--- src/csi_pkg.sv ---
// Shared constants and types of the completer stream interface.
package csi_pkg;

  // ==========================================================================
  // Stream widths
  localparam int DATA_W = 256;
  localparam int BYTES = 32;
  localparam int KEEP_W = 8;
  localparam int CC_USER_W = 33;
  localparam int WB_ADR_W = 4;

  // ==========================================================================
  // Completion sideband layout
  localparam int CC_ABORT_BIT = 0;
  localparam int CC_PARITY_LSB = 1;

  // ==========================================================================
  // Register map and fields
  localparam logic [3:0] ADDR_CTRL = 4'h0;
  localparam logic [3:0] ADDR_STATUS = 4'h4;
  localparam int CTRL_PAR_EN_BIT = 0;
  localparam int CTRL_EP_BIT = 1;
  localparam int CTRL_WIDTH_LSB = 2;
  localparam logic [3:0] CTRL_RESET = 4'hA;
  localparam int ST_REQ_ABORT = 0;
  localparam int ST_CPL_ABORT = 1;
  localparam int ST_CPL_PARITY = 2;
  localparam int ST_REQ_BUSY = 3;
  localparam int ST_CPL_BUSY = 4;
  localparam int ST_STICKY_W = 3;

  // ==========================================================================
  // Interface width selection and lane masks
  localparam logic [1:0] WIDTH_64 = 2'h0;
  localparam logic [1:0] WIDTH_128 = 2'h1;
  localparam logic [1:0] WIDTH_256 = 2'h2;
  localparam logic [31:0] BMASK_64 = 32'h000000FF;
  localparam logic [31:0] BMASK_128 = 32'h0000FFFF;
  localparam logic [31:0] BMASK_256 = 32'hFFFFFFFF;
  localparam logic [7:0] KMASK_64 = 8'h03;
  localparam logic [7:0] KMASK_128 = 8'h0F;
  localparam logic [7:0] KMASK_256 = 8'hFF;

  // ==========================================================================
  // Packet position of a stream
  typedef enum logic {PKT_IDLE, PKT_BODY} csi_pkt_e;

endpackage : csi_pkg

--- src/csi_par_if.sv ---
// Carrier between the top level and a byte parity calculator.
`timescale 1ns/1ps
interface csi_par_if;
  logic [255:0] data;
  logic [31:0] byte_mask;
  logic [31:0] parity;
  modport src (output data, output byte_mask, input parity);
  modport calc (input data, input byte_mask, output parity);
endinterface : csi_par_if

--- src/csi_top.sv ---
// Completer request delivery and completion intake of the stream interface.
// How it works
// - Abort last request beat on buffer ECC error.
// - No abort without payload; only on last.
// - Endpoint reports request payload error upstream.
// - Hint-present bit valid in first beat.
// - Hint type given in first beat.
// - Steering tag given in first beat.
// - One odd parity bit per request byte.
// - Unused upper parity bits held zero.
// - Unused upper keep bits are ignored.
// - Beat moves only when valid and ready.
// - Start-of-packet only in the first beat.
// - Client abort nullifies packet, sticky till end.
// - Parity mismatch nullifies, flags internal error.
//
// Added by the designer: register access over Wishbone and the register addresses.
`timescale 1ns/1ps
module csi_top (
  input wire logic ref_clk,
  input wire logic rst,
  input wire logic wb_cyc_i,
  input wire logic wb_stb_i,
  input wire logic wb_we_i,
  input wire logic [3:0] wb_adr_i,
  input wire logic [3:0] wb_sel_i,
  input wire logic [31:0] wb_dat_i,
  output logic [31:0] wb_dat_o,
  output logic wb_ack_o,
  input wire logic [255:0] req_src_data,
  input wire logic req_src_valid,
  input wire logic req_src_last,
  input wire logic req_src_has_payload,
  input wire logic req_src_ecc_err,
  input wire logic req_src_hint_present,
  input wire logic [1:0] req_src_hint_type,
  input wire logic [7:0] req_src_hint_tag,
  output logic req_src_ready,
  output logic [255:0] request_out_data,
  output logic request_out_valid,
  output logic request_out_last,
  output logic request_out_sop,
  output logic request_out_abort,
  output logic hint_present,
  output logic [1:0] hint_type,
  output logic [7:0] hint_steering_field,
  output logic [31:0] request_out_parity,
  input wire logic request_out_ready,
  input wire logic [255:0] completion_in_data,
  input wire logic [32:0] completion_in_sideband,
  input wire logic completion_in_last,
  input wire logic [7:0] completion_in_dword_keep,
  input wire logic completion_in_valid,
  output logic completion_in_ready,
  output logic [255:0] link_tx_data,
  output logic [7:0] link_tx_keep,
  output logic link_tx_last,
  output logic link_tx_valid,
  output logic link_tx_nullify,
  input wire logic link_tx_ready,
  output logic aer_payload_err,
  output logic aer_cpl_abort,
  output logic internal_uncorr_err
);

  // ==========================================================================
  // Declarations
  logic [3:0] ctrl, next_ctrl;
  logic [2:0] sticky, next_sticky;
  logic [31:0] next_wb_dat;
  logic next_wb_ack;
  logic par_en, ep_mode;
  logic [1:0] width_sel;
  logic [31:0] width_bmask;
  logic [7:0] width_kmask;
  csi_pkg::csi_pkt_e rq_state, next_rq_state;
  csi_pkg::csi_pkt_e cc_state, next_cc_state;
  logic rq_err, next_rq_err;
  logic rq_take, rq_drain, rq_beat_err, rq_abort_now;
  logic next_req_src_ready, next_rq_valid;
  logic [255:0] next_rq_data;
  logic next_rq_last, next_rq_sop, next_rq_abort;
  logic next_hint_present;
  logic [1:0] next_hint_type;
  logic [7:0] next_hint_tag;
  logic [31:0] next_rq_parity;
  logic next_aer_payload;
  logic cc_abort_seen, next_cc_abort_seen;
  logic cc_par_seen, next_cc_par_seen;
  logic cc_take, cc_drain, cc_abort_in, cc_mismatch;
  logic [31:0] cc_keep_bytes;
  logic next_cc_ready, next_tx_valid, next_tx_last, next_tx_nullify;
  logic [255:0] next_tx_data;
  logic [7:0] next_tx_keep;
  logic next_aer_cpl, next_int_err;
  csi_par_if rq_par ();
  csi_par_if cc_par ();

  // ==========================================================================
  // Parity calculators
  csi_parity #(.NBYTES(csi_pkg::BYTES)) u_rq_parity (.bus(rq_par.calc));
  csi_parity #(.NBYTES(csi_pkg::BYTES)) u_cc_parity (.bus(cc_par.calc));

  // ==========================================================================
  // Configuration decode
  // The width field selects which lanes carry meaning; an unknown code
  // falls back to the full bus rather than silencing every lane.
  always_comb begin
    par_en = ctrl[csi_pkg::CTRL_PAR_EN_BIT];
    ep_mode = ctrl[csi_pkg::CTRL_EP_BIT];
    width_sel = ctrl[csi_pkg::CTRL_WIDTH_LSB +: 2];
    if (width_sel == csi_pkg::WIDTH_64) begin
      width_bmask = csi_pkg::BMASK_64;
      width_kmask = csi_pkg::KMASK_64;
    end else if (width_sel == csi_pkg::WIDTH_128) begin
      width_bmask = csi_pkg::BMASK_128;
      width_kmask = csi_pkg::KMASK_128;
    end else begin
      width_bmask = csi_pkg::BMASK_256;
      width_kmask = csi_pkg::KMASK_256;
    end
  end

  // ==========================================================================
  // Wishbone slave
  // One wait state: ack rises the cycle after the strobe and falls the
  // cycle after that. Unmapped addresses read zero and ignore writes.
  // A write lands on the edge where the master sees ack, never earlier.
  always_comb begin
    next_ctrl = ctrl;
    next_sticky = sticky;
    next_wb_dat = wb_dat_o;
    next_wb_ack = wb_cyc_i & wb_stb_i & ~wb_ack_o;
    if (wb_cyc_i && wb_stb_i && wb_ack_o && wb_we_i && wb_sel_i[0]) begin
      if (wb_adr_i == csi_pkg::ADDR_CTRL) begin
        next_ctrl = wb_dat_i[3:0];
      end else if (wb_adr_i == csi_pkg::ADDR_STATUS) begin
        next_sticky = sticky & ~wb_dat_i[2:0];
      end
    end
    if (next_wb_ack && !wb_we_i) begin
      if (wb_adr_i == csi_pkg::ADDR_CTRL) begin
        next_wb_dat = {28'h0000000, ctrl};
      end else if (wb_adr_i == csi_pkg::ADDR_STATUS) begin
        next_wb_dat = {27'h0000000, (cc_state == csi_pkg::PKT_BODY),
                       (rq_state == csi_pkg::PKT_BODY), sticky};
      end else begin
        next_wb_dat = 32'h00000000;
      end
    end
    // A new event wins over a clear in the same cycle.
    if (rq_take && rq_abort_now) begin
      next_sticky[csi_pkg::ST_REQ_ABORT] = 1'b1;
    end
    if (cc_take && cc_abort_in) begin
      next_sticky[csi_pkg::ST_CPL_ABORT] = 1'b1;
    end
    if (cc_take && cc_mismatch) begin
      next_sticky[csi_pkg::ST_CPL_PARITY] = 1'b1;
    end
  end

  always_ff @(posedge ref_clk) begin
    if (rst) begin
      ctrl <= csi_pkg::CTRL_RESET;
      sticky <= 3'h0;
      wb_dat_o <= 32'h00000000;
      wb_ack_o <= 1'b0;
    end else begin
      ctrl <= next_ctrl;
      sticky <= next_sticky;
      wb_dat_o <= next_wb_dat;
      wb_ack_o <= next_wb_ack;
    end
  end

  // ==========================================================================
  // Request delivery stage
  // Ready is registered, so the stage only accepts while empty; this costs
  // half rate but never overruns the single output register.
  assign rq_par.data = req_src_data;
  assign rq_par.byte_mask = width_bmask;

  always_comb begin
    rq_take = req_src_ready & req_src_valid;
    rq_drain = request_out_valid & request_out_ready;
    rq_beat_err = rq_err | req_src_ecc_err;
    rq_abort_now = req_src_last & req_src_has_payload & rq_beat_err;
    next_rq_state = rq_state;
    next_rq_err = rq_err;
    next_rq_valid = request_out_valid;
    next_rq_data = request_out_data;
    next_rq_last = request_out_last;
    next_rq_sop = request_out_sop;
    next_rq_abort = request_out_abort;
    next_hint_present = hint_present;
    next_hint_type = hint_type;
    next_hint_tag = hint_steering_field;
    next_rq_parity = request_out_parity;
    next_aer_payload = 1'b0;
    if (rq_drain) begin
      next_rq_valid = 1'b0;
      next_rq_abort = 1'b0; // Abort never stands outside a beat.
    end
    if (rq_take) begin
      next_rq_valid = 1'b1;
      next_rq_data = req_src_data;
      next_rq_last = req_src_last;
      next_rq_sop = (rq_state == csi_pkg::PKT_IDLE);
      next_rq_abort = rq_abort_now;
      next_rq_parity = rq_par.parity;
      // Hint fields carry content only in the first beat.
      if (rq_state == csi_pkg::PKT_IDLE) begin
        next_hint_present = req_src_hint_present;
        next_hint_type = req_src_hint_type;
        next_hint_tag = req_src_hint_tag;
      end else begin
        next_hint_present = 1'b0;
        next_hint_type = 2'h0;
        next_hint_tag = 8'h00;
      end
      next_aer_payload = rq_abort_now & ep_mode;
      if (req_src_last) begin
        next_rq_state = csi_pkg::PKT_IDLE;
        next_rq_err = 1'b0;
      end else begin
        next_rq_state = csi_pkg::PKT_BODY;
        next_rq_err = rq_beat_err;
      end
    end
    next_req_src_ready = ~next_rq_valid;
  end

  always_ff @(posedge ref_clk) begin
    if (rst) begin
      rq_state <= csi_pkg::PKT_IDLE;
      rq_err <= 1'b0;
      req_src_ready <= 1'b0;
      request_out_valid <= 1'b0;
      request_out_data <= 256'h0;
      request_out_last <= 1'b0;
      request_out_sop <= 1'b0;
      request_out_abort <= 1'b0;
      hint_present <= 1'b0;
      hint_type <= 2'h0;
      hint_steering_field <= 8'h00;
      request_out_parity <= 32'h00000000;
      aer_payload_err <= 1'b0;
    end else begin
      rq_state <= next_rq_state;
      rq_err <= next_rq_err;
      req_src_ready <= next_req_src_ready;
      request_out_valid <= next_rq_valid;
      request_out_data <= next_rq_data;
      request_out_last <= next_rq_last;
      request_out_sop <= next_rq_sop;
      request_out_abort <= next_rq_abort;
      hint_present <= next_hint_present;
      hint_type <= next_hint_type;
      hint_steering_field <= next_hint_tag;
      request_out_parity <= next_rq_parity;
      aer_payload_err <= next_aer_payload;
    end
  end

  // ==========================================================================
  // Completion intake stage
  // Parity is checked only on bytes of kept Dwords inside the configured
  // width, since the rest of the bus may carry anything.
  always_comb begin
    cc_keep_bytes = 32'h00000000;
    for (int i = 0; i < csi_pkg::BYTES; i++) begin
      cc_keep_bytes[i] = completion_in_dword_keep[i / 4];
    end
  end

  assign cc_par.data = completion_in_data;
  assign cc_par.byte_mask = width_bmask & cc_keep_bytes;

  always_comb begin
    cc_take = completion_in_ready & completion_in_valid;
    cc_drain = link_tx_valid & link_tx_ready;
    cc_abort_in = completion_in_sideband[csi_pkg::CC_ABORT_BIT];
    cc_mismatch = par_en & (|((cc_par.parity ^
                  completion_in_sideband[32:csi_pkg::CC_PARITY_LSB]) &
                  cc_par.byte_mask));
    next_cc_state = cc_state;
    next_cc_abort_seen = cc_abort_seen;
    next_cc_par_seen = cc_par_seen;
    next_tx_valid = link_tx_valid;
    next_tx_data = link_tx_data;
    next_tx_keep = link_tx_keep;
    next_tx_last = link_tx_last;
    next_tx_nullify = link_tx_nullify;
    next_aer_cpl = 1'b0;
    next_int_err = 1'b0;
    if (cc_drain) begin
      next_tx_valid = 1'b0;
    end
    if (cc_take) begin
      next_tx_valid = 1'b1;
      next_tx_data = completion_in_data;
      next_tx_keep = completion_in_dword_keep & width_kmask;
      next_tx_last = completion_in_last;
      // Either error taints the packet up to and including its last beat.
      next_tx_nullify = completion_in_last & (cc_abort_seen | cc_abort_in |
                        cc_par_seen | cc_mismatch);
      next_aer_cpl = cc_abort_in & ~cc_abort_seen & ep_mode;
      next_int_err = cc_mismatch & ~cc_par_seen;
      if (completion_in_last) begin
        next_cc_state = csi_pkg::PKT_IDLE;
        next_cc_abort_seen = 1'b0;
        next_cc_par_seen = 1'b0;
      end else begin
        next_cc_state = csi_pkg::PKT_BODY;
        next_cc_abort_seen = cc_abort_seen | cc_abort_in;
        next_cc_par_seen = cc_par_seen | cc_mismatch;
      end
    end
    next_cc_ready = ~next_tx_valid;
  end

  always_ff @(posedge ref_clk) begin
    if (rst) begin
      cc_state <= csi_pkg::PKT_IDLE;
      cc_abort_seen <= 1'b0;
      cc_par_seen <= 1'b0;
      completion_in_ready <= 1'b0;
      link_tx_valid <= 1'b0;
      link_tx_data <= 256'h0;
      link_tx_keep <= 8'h00;
      link_tx_last <= 1'b0;
      link_tx_nullify <= 1'b0;
      aer_cpl_abort <= 1'b0;
      internal_uncorr_err <= 1'b0;
    end else begin
      cc_state <= next_cc_state;
      cc_abort_seen <= next_cc_abort_seen;
      cc_par_seen <= next_cc_par_seen;
      completion_in_ready <= next_cc_ready;
      link_tx_valid <= next_tx_valid;
      link_tx_data <= next_tx_data;
      link_tx_keep <= next_tx_keep;
      link_tx_last <= next_tx_last;
      link_tx_nullify <= next_tx_nullify;
      aer_cpl_abort <= next_aer_cpl;
      internal_uncorr_err <= next_int_err;
    end
  end
endmodule : csi_top

--- src/csi_parity.sv ---
// Per-byte odd parity calculator with a lane mask.
`timescale 1ns/1ps
module csi_parity #(
  parameter int NBYTES = 32
) (
  csi_par_if.calc bus
);

  // ==========================================================================
  // Parity lanes
  // Each bit makes its byte plus itself hold an odd count of ones; masked
  // lanes read zero so unused upper lanes stay quiet.
  genvar i;
  generate
    for (i = 0; i < NBYTES; i++) begin : g_lane
      assign bus.parity[i] = (~^bus.data[8*i +: 8]) & bus.byte_mask[i];
    end
  endgenerate

endmodule : csi_parity

--- config.mk ---
export PLATFORM = sky130hd
export DESIGN_NAME = csi_top
export DESIGN_NICKNAME = d
export VERILOG_FILES = /design/src/csi_pkg.sv /design/src/csi_par_if.sv /design/src/csi_top.sv /design/src/csi_parity.sv
export SDC_FILE = /design/constraint.sdc
export NUM_CORES = 1
export LEC_CHECK = 0
export BUFFER_PORTS_ARGS = -buffer_cell sky130_fd_sc_hd__buf_2
export CAP_MARGIN = 20
export CORE_AREA = 2 2 470 472
export CTS_CLUSTER_DIAMETER = 120
export DETAILED_ROUTE_END_ITERATION = 12
export DIE_AREA = 0 0 472 474
export GPL_TIMING_DRIVEN = 0
export HOLD_SLACK_MARGIN = 0.06
export MAX_ROUTING_LAYER = met4
export PLACE_DENSITY = 0.3
export SLEW_MARGIN = 20
export SYNTH_ARGS = -nofsm -noshare
export SYNTH_HDL_FRONTEND = slang
export SYNTH_SLANG_ARGS = --single-unit
--- constraint.sdc ---
create_clock -name ref_clk -period 5.5 [get_ports ref_clk]
set_input_delay 1.375 -clock ref_clk [delete_from_list [all_inputs] [get_ports ref_clk]]
set_output_delay 1.375 -clock ref_clk [all_outputs]
set_load 0.005 [all_outputs]
Yosys cells after proc, flatten, opt, wreduce, memory -nomap -nowiden
Index checks and enable logic that the tools add are counted.

Eq/ne operators: 5. Muxes and demuxes: 26. Bitwise logic cells: 97. Reduce and logical (&&, ||, !) cells: 89.

Operators by type and width (number): $reduce_xnor 8->1 (64); $and 1x1->1 (78); $and 32x32->32 (2); $mux 32 (2); $reduce_or 32->1 (1); $xor 32x32->32 (1); $mux 8 (3); $mux 1 (15); $reduce_bool 2->1 (7); $mux 5 (2); $mux 3 (3); $reduce_and 3->1 (3); $and 8x8->8 (1); $logic_and 1x1->1 (8); $not 1->1 (8); $ne 2x1->1 const B (3); $or 1x1->1 (5); $eq 4x3->1 const B (1); $logic_not 4->1 (1); $reduce_or 2->1 (2); $and 3x3->3 (1); $not 3->3 (1); $eq 2x1->1 const B (1); $logic_not 2->1 (1); 3 further kinds (3).

Bits in registers: 620. Input bits: 617. Output and inout port bits: 608. Logic and storage cells: 247.

Logic depth before layout (Yosys ltp)
Gate-level depths: netlist of the first run.

Depth after elaboration: 12. Mapped depth: 7.

Cells and area by module
A second synthesis of the first run with hierarchy kept.

Cell total of the unflattened synthesis: 3158. Area, all modules: 25256.7 um2.

Modules (own cells, without submodules): csi_top (instances 1, cells an instance 2646, area an instance 20932.6 um2, sequential area each 11871.4 um2); csi_parity (instances 2, cells an instance 256, area an instance 2162.1 um2, sequential area each 0.0 um2).

Worst setup path before layout of the first run
Ideal clock, no wire load.

Kind: in2reg. Start point: input completion_in_data[91]. End point: register link_tx_nullify. Arrival: 2.712 ns. Required time: 5.404 ns. Setup slack: 2.692 ns. Cell stages on the path: 7. Path buffers: 0. Cell sequence: xnor2_1 -> xnor3_1 -> xnor2_1 -> a41oi_2 -> a21oi_1 -> and4_4 -> o41ai_2.

Cells in the longest elaborated chain, start to end: 8.

Ends and longest elaborated chain: start, declared (RTL line csi_top.sv:49) `input wire logic [255:0] completion_in_data,`; $reduce_xnor 8->1 (RTL line csi_parity.sv:16) `assign bus.parity[i] = (~^bus.data[8*i +: 8]) & bus.byte_mask[i];`; $and 1x1->1 (RTL line csi_parity.sv:16); $xor 32x32->32 (RTL line csi_top.sv:284) `cc_mismatch = par_en & (|((cc_par.parity ^`; $and 32x32->32 (RTL line csi_top.sv:285) `completion_in_sideband[32:csi_pkg::CC_PARITY_LSB]) &`; $reduce_or 32->1 (RTL line csi_top.sv:284); $and 1x1->1 (RTL line csi_top.sv:284); $or 1x1->1 (RTL line csi_top.sv:307) `cc_par_seen | cc_mismatch);`; $and 1x1->1 (RTL line csi_top.sv:306) `next_tx_nullify = completion_in_last & (cc_abort_seen | cc_abort_in |`; end signal, assigned (RTL line csi_top.sv:345) `link_tx_nullify <= next_tx_nullify;`; end, declared (RTL line csi_top.sv:59) `output logic link_tx_nullify,`.

No other way between the ends. A chain may end at the register's enable or synchronous reset.

Worst setup path in the final report of the first run
Start point: input completion_in_valid. End point: register link_tx_data[102].

Cells in the longest elaborated chain, start to end: 1.

Ends and longest elaborated chain: start, declared (RTL line csi_top.sv:53) `input wire logic completion_in_valid,`; $and 1x1->1 (RTL line csi_top.sv:281) `cc_take = completion_in_ready & completion_in_valid;`; end signal, assigned (RTL line csi_top.sv:342) `link_tx_data <= next_tx_data;`; end, declared (RTL line csi_top.sv:55) `output logic [255:0] link_tx_data,`.

No other way between the ends.

==> flow_summary_export.csv, run 1 <==
group,metric,value,unit
clock_network,hold_buffers,0,
hold_path,hp-start,"request_out_parity[7]",
final_layout,final_cells,7332,
timing,rsz0062_at_grt,"no",
global_routing,grt_start_max_net_pins,14,
synthesis,synth_edf_count,0,
route,drt_pre_antenna_iters,5,
floorplanning,ios,1225,
clock_network,insertion_delay,0.72,ns
clock_network,cts_tree,"built",
pwr,leakage,15.57,nW
hold_path,holdPathStages,2,
setup_path,worst-path-max-fanout,10,
global_routing,grt_usage,0.1490,
run,cap_violations,0,
synthesis,yosysTopAreaCell,"dfxtp_1",
synthesis,syn_area_per_cell,8.179,um^2
clock_network,clk_path_buf_depth,3,
setup_path,reg2regPathDepth,6,
route,finalWirelength,168.5,mm
global_routing,antenna_found_initial,89,
setup_path,end_kind,"register",
timing,worstMarginPinSlew,1.237,ns
setup_path,rr_startpoint,"completion_in_ready",
timing,fin_crit,3.564,ns
route,drc_errors,0,
timing,relSlewSlack,0.1696,
route,vias,25570,
clock_network,post_cts_resized,0,
pwr,design_power_total,12.57,mW
pwr,cellPowerDensity,334.8,mW/mm^2
timing,finalSetupTns,0,ns
final_layout,fin_util,0.1717,
clock_network,cts_max_level,3,
floorplanning,rows,172,
timing,maxSlewViolCount,0,
route,final_antenna_net_count,0,
final_layout,layout_commonest_cell,"buf_2",
setup_path,rrSetupSlack,1.96,ns
synthesis,ys_types,40,
clock_network,cts_buffers,86,
final_layout,layout.nets,4941,
timing,finClkSkew,0.04913,ns
floorplanning,die-area,0.2237,mm^2
clock_network,cts-root-buf,"clkbuf_16",
placed_design,dp.cells,7107,
pwr,peakVddDrop,200.3,uV
final_layout,area.growth.synth_to_final,51.06,%
synthesis,synth_top_area_share,0.4777,
setup_path,crit_required,6.13,ns
route,avgViaCountPerCell,3.487,
clock_network,cts_setup_buffers,0,
timing,fmax,280.5,MHz
timing,fin_crit_sh,0.6481,
route,initialDrtViolationCount,976,
placed_design,port_buffers,1165,
final_layout,drive_gt1_frac,0.3090,
synthesis,ys_ff_latch,593,
synthesis,synth_top_flop_cell,"dfxtp_1",
setup_path,start_kind,"input port",
setup_path,critical_path_class,"input port to register",
global_routing,overflow,0,
floorplanning,initial_core_util,0.1136,
synthesis,syn-instance-count,3038,
timing,setup_viol,0,
synthesis,ys_seq_area_frac,0.4777,
floorplanning,die_y,474,um
synthesis,synth_warnings,0,
synthesis,synthArstFlopShare,0,
clock_network,clock-sinks,593,
placed_design,dp_hpwl,142.9,mm
synthesis,synthTopCellsByArea,"dfxtp_1 (48%), nand2_1 (16%), xnor2_1 (14%)",
floorplanning,die_x,472,um
clock_network,cts.clk_slew.worst_paths,0.05,ns
final_layout,layout_common_cells,"buf_2 (1167), nand2_1 (1073), dfxtp_1 (593), a21oi_1 (552), xnor2_1 (384)",
hold_path,holdPathEnd,"request_out_parity[7]",
global_routing,grt_pass1_vias,26100,
placed_design,gp_congestion,0.8423,
outcome,status,"complete, no violations",
setup_path,crit_arrival,4.19,ns
global_routing,grt_pass1_wl,222.3,mm
setup_path,r2r-end,"link_tx_data[102]",
hold_path,hold_path_class,"register to register",
synthesis,netlist_area,0.02485,mm^2
floorplanning,core-area,0.2187,mm^2
route,post_drt_wl_per_cell,22.98,um
timing,hold_viol_final,0,
-- worst max-delay path, stage by stage --
cell	delay, ns
buf_2	0.09
and2_1	0.11
clkbuf_1	0.77
clkbuf_1	0.73
clkbuf_1	0.78
nand2_1	0.14
a21oi_1	0.14
-- layer usage --
metal,up-vias,GRT usage,part of all wire
li1,12460,-,-
met3,225,0.06163,0.095
met4,0,0.07429,0.046
met2,1021,0.2489,0.49
met1,11860,0.1499,0.37
met5,-,-,0
-- synth_stat cells, types with 2 or more instances --
master    instances
nand2_1        1073
dfxtp_1         593
a21oi_1         552
xnor2_1         384
clkbuf_1        187
nor2_1           48
xnor3_1          32
xor2_1           32
a22oi_1          28
buf_4            27
nand3b_1         11
nand3_1           8
a211oi_1          6
buf_1             6
nor3_1            6
nand4_1           5
o21ai_0           5
inv_1             4
nor2b_1           3
a211o_1           2
a31oi_1           2
a41oi_1           2
and2_1            2
and3_1            2
nand2b_1          2
or3_1             2
-- worst max path at each step --
stage                                  from                     to  depth (start not counted)
floorplan            completion_in_data[91]        link_tx_nullify                          7
global placement                        rst  request_out_data[219]                          4
detailed placement  completion_in_data[103]              sticky[2]                          8
CTS                     completion_in_ready      link_tx_data[103]                          6
global route            completion_in_ready      link_tx_data[106]                          6
finish                  completion_in_valid      link_tx_data[102]                          7
-- report_power, final --
group          internal, mW  switching [mW]  leakage (nW)
Sequential             4.51           0.119          4.84
Clock                  3.33            2.36          1.39
Combinational         0.918            1.32          9.34
-- layout make-up --
| cell class | instances | area [um^2] |
|---|---|---|
| sequential | 593 | 11870 |
| buffer | 221 | 952.2 |
| clock buffer | 130 | 2537 |
| fill | 25230 | 181100 |
| clock inverter | 25 | 320.3 |
| multi-input combinational | 2246 | 12160 |
| tap | 2871 | 3592 |
| timing repair buffer | 1172 | 5916 |
| antenna | 70 | 175.2 |
| inverter | 4 | 15.01 |
-- state kept, by name, summed over array words and instances (netlist names), 2 cells and up --
register	count
wb_dat_o	5
ctrl	4
link_tx_data	256
request_out_parity	32
request_out_data	256
hint_type	2
sticky	3
link_tx_keep	8
hint_steering_field	8
-- cell families after synthesis --
group | synth area share
AND/OR/NAND/NOR | 0.1806
flip-flops | 0.4777
buffers and inverters | 0.03812
AO/OA/AOI/OAI | 0.1278
other | 0.0001509
XOR/XNOR | 0.1756
-- stage by stage --
stage          hold slack [ns]  setup WS, ns  area (um^2)
6_report                0.4477         1.936        37540
2_1_floorplan           0.4186         2.692        24950
3_5_place_dp            0.4431         1.015        34500
4_1_cts                 0.4510         1.742        37360
5_1_grt                 0.4615         1.718        37520
3_3_place_gp            0.4375        0.1348        34370
Power figures use the tool's default switching activity.
==> run 2, diff against run 1 <==
--- a/config.mk
+++ b/config.mk
@@ -5,12 +5,13 @@
 export SDC_FILE = /design/constraint.sdc
 export NUM_CORES = 1
 export LEC_CHECK = 0
+export ABC_AREA = 1
 export BUFFER_PORTS_ARGS = -buffer_cell sky130_fd_sc_hd__buf_2
 export CAP_MARGIN = 20
-export CORE_AREA = 2 2 470 472
+export CORE_AREA = 2 2 471 473
 export CTS_CLUSTER_DIAMETER = 120
 export DETAILED_ROUTE_END_ITERATION = 12
-export DIE_AREA = 0 0 472 474
+export DIE_AREA = 0 0 473 475
 export GPL_TIMING_DRIVEN = 0
 export HOLD_SLACK_MARGIN = 0.06
 export MAX_ROUTING_LAYER = met4
==> constraint.sdc (replaced) <==
create_clock -name ref_clk -period 3.48 [get_ports ref_clk]
set_input_delay 0.87 -clock ref_clk [delete_from_list [all_inputs] [get_ports ref_clk]]
set_output_delay 0.87 -clock ref_clk [all_outputs]
set_load 0.005 [all_outputs]
==> flow_summary_export.csv, run 2 <==
group,metric,value,unit
synthesis,syn_area_per_cell,7.095,um^2
timing,hold_viol_final,0,
setup_path,crit_arrival,3.76,ns
setup_path,slowest_delay,0.73,ns
route,drt_pre_antenna_iters,5,
final_layout,area.growth.synth_to_final,48.03,%
pwr,peakVddDrop,323.9,uV
setup_path,crit_path_frequent_cell,"clkbuf_1",
synthesis,yosysMostFrequentCell,"nor2_1",
floorplanning,die-area,0.2247,mm^2
final_layout,drive_gt1_frac,0.2675,
synthesis,synthTopCellsByArea,"dfxtp_1 (45%), nor2_1 (12%), o21ai_0 (11%)",
route,finalWirelength,189.6,mm
timing,fin_crit_sh,0.9004,
synthesis,yosysTopAreaCell,"dfxtp_1",
global_routing,grt_usage,0.1665,
final_layout,layout_common_cells,"buf_2 (1170), nor2_1 (825), nand2_1 (632), dfxtp_1 (593), o21ai_0 (564)",
floorplanning,ios,1225,
run,cap_violations,0,
pwr,leakage,18.81,nW
route,final_antenna_net_count,0,
hold_path,holdPathEnd,"hint_steering_field[4]",
global_routing,overflow,0,
clock_network,hold_buffers,0,
hold_path,holdPathStages,3,
timing,fin_crit,3.133,ns
placed_design,gp_congestion,0.8851,
timing,finalSetupTns,0,ns
synthesis,netlist_area,0.02635,mm^2
global_routing,grt_pass1_wl,246.9,mm
clock_network,post_cts_resized,0,
setup_path,slowest_stage,"clkbuf_1",
synthesis,synthArstFlopShare,0,
timing,worstMarginPinSlew,1.189,ns
timing,setup_viol,0,
setup_path,worst-path-max-fanout,10,
hold_path,hp-start,"req_src_hint_tag[4]",
synthesis,syn-instance-count,3714,
final_layout,layout.nets,5614,
setup_path,rrSetupSlack,0.39,ns
timing,finClkSkew,0.02178,ns
setup_path,end_kind,"register",
clock_network,cts_max_level,3,
setup_path,timing.critical_path.from,"rst",
global_routing,grt_start_max_net_pins,13,
setup_path,worstPathCellList,"clkbuf_1 > inv_2 > clkbuf_1 > clkbuf_1 > o21ai_0 > nor2_1",
clock_network,cts_buffers,85,
setup_path,start_kind,"input port",
clock_network,clk_path_buf_depth,3,
setup_path,rr_startpoint,"completion_in_ready",
synthesis,synth_common_cells,"nor2_1 (826), nand2_1 (632), dfxtp_1 (593), o21ai_0 (564), inv_1 (274)",
synthesis,synth_warnings,0,
hold_path,hold_path_class,"input port to register",
clock_network,cts_tree,"built",
synthesis,ys_seq_area_frac,0.4505,
synthesis,ys_types,23,
setup_path,path_delay_family,"buffers and inverters",
setup_path,crit_required,4.11,ns
setup_path,critPathBufInv,4,
global_routing,antenna_found_initial,87,
setup_path,r2r-end,"link_tx_data[168]",
clock_network,insertion_delay,0.71,ns
synthesis,ys_ff_latch,593,
placed_design,place_area,0.03598,mm^2
floorplanning,rows,172,
synthesis,synth_top_area_share,0.4505,
route,drc_errors,0,
placed_design,port_buffers,1165,
clock_network,cts-root-buf,"clkbuf_16",
outcome,status,"complete, no violations",
final_layout,stdcell_area,0.03901,mm^2
clock_network,cts_setup_buffers,0,
pwr,cellPowerDensity,529.5,mW/mm^2
global_routing,grt_pass1_vias,28420,
placed_design,dp_hpwl,162.4,mm
floorplanning,die_y,475,um
floorplanning,die_x,473,um
clock_network,clock-sinks,593,
timing,maxSlewViolCount,0,
timing,rsz0062_at_grt,"no",
route,initialDrtViolationCount,1388,
setup_path,critical_path_class,"input port to register",
floorplanning,initial_core_util,0.1203,
pwr,design_power_total,20.65,mW
route,vias,29170,
synthesis,synth_edf_count,0,
timing,fmax,319.2,MHz
floorplanning,core-area,0.2191,mm^2
final_layout,layout_commonest_cell,"buf_2",
clock_network,cts.clk_slew.worst_paths,0.06,ns
final_layout,reg_top3,"link_tx_data (256), request_out_data (256), request_out_parity (32)",
setup_path,reg2regPathDepth,7,
route,avgViaCountPerCell,3.660,
synthesis,synth_top_flop_cell,"dfxtp_1",
timing,hold_ws,0.4028,ns
timing,relSlewSlack,0.1992,
route,post_drt_wl_per_cell,23.79,um
==> run 2: cell types whose count changed after synthesis, sizes merged, moves of 230 or more <==
cell and delta:
nand2 -441, xnor2 -230, o21ai +558, a21oi -374, inv +271, nor2 +778
==> run 2: kinds of logic (layout without fill, tap and decap cells) <==
family / after synthesis / in the layout / synth area share
other cells: 1 / 59 / 0.0001423
flops: 593 / 593 / 0.4505
buf+inv: 492 / 1818 / 0.07417
xor+xnor: 287 / 287 / 0.09539
simple gates: 1569 / 1569 / 0.2305
compound gates: 772 / 772 / 0.1493
==> run 2: cell type report <==
type,instances,area [um^2]
Fill cell,25370,180100
Multi-Input combinational cell,2655,12640
Sequential cell,593,11870
Timing Repair Buffer,1170,5919
Tap cell,2871,3592
Clock buffer,131,2603
Inverter,276,1036
Buffer,216,930.9
Clock inverter,25,337.8
Antenna cell,32,80.08
==> run 2: metrics by stage <==
step                      utilization  worst slack, ns  std cells
after CTS                      0.1777           0.1093       7937
after detailed placement       0.1642          -0.5969       7781
after floorplan                     -            1.487       3740
after global routing           0.1780           0.1732       7966
after global placement         0.1637           -1.385       7776
final                          0.1780           0.3467       7969
==> run 2: worst max path at each step <==
stage                             endpoint  slack (ns)  cells after the start
floorplan                  link_tx_nullify        1.49                     20
global placement         link_tx_data[171]       -1.39                      7
detailed placement   request_out_data[253]       -0.60                      6
CTS                 request_out_parity[27]        0.11                      6
global route         request_out_data[253]        0.17                      6
finish                   link_tx_data[168]        0.35                      6
==> run 2: worst min-delay path, delay by kind of cell <==
family | cells | cell delay (ns)
and+or+nand+nor | 1 | 0.05
AOI/OAI and AO/OA | 1 | 0.05
buffers and inverters | 1 | 0.10
==> run 2: report_power, final <==
group,total (mW),internal (mW),leakage (nW),switching (mW)
registers,7.53,7.27,4.87,0.259
logic,3.81,1.37,12.5,2.45
clock network,9.31,5.54,1.45,3.77
==> run 2: routing by layer <==
| metal | GRT usage | vias to the layer above | part of all wire |
|---|---|---|---|
| li1 | - | 14320 | - |
| met1 | 0.1852 | 13510 | 0.41 |
| met2 | 0.2766 | 1107 | 0.47 |
| met3 | 0.06744 | 242 | 0.099 |
| met4 | 0.03991 | 0 | 0.021 |
| met5 | - | - | 0 |
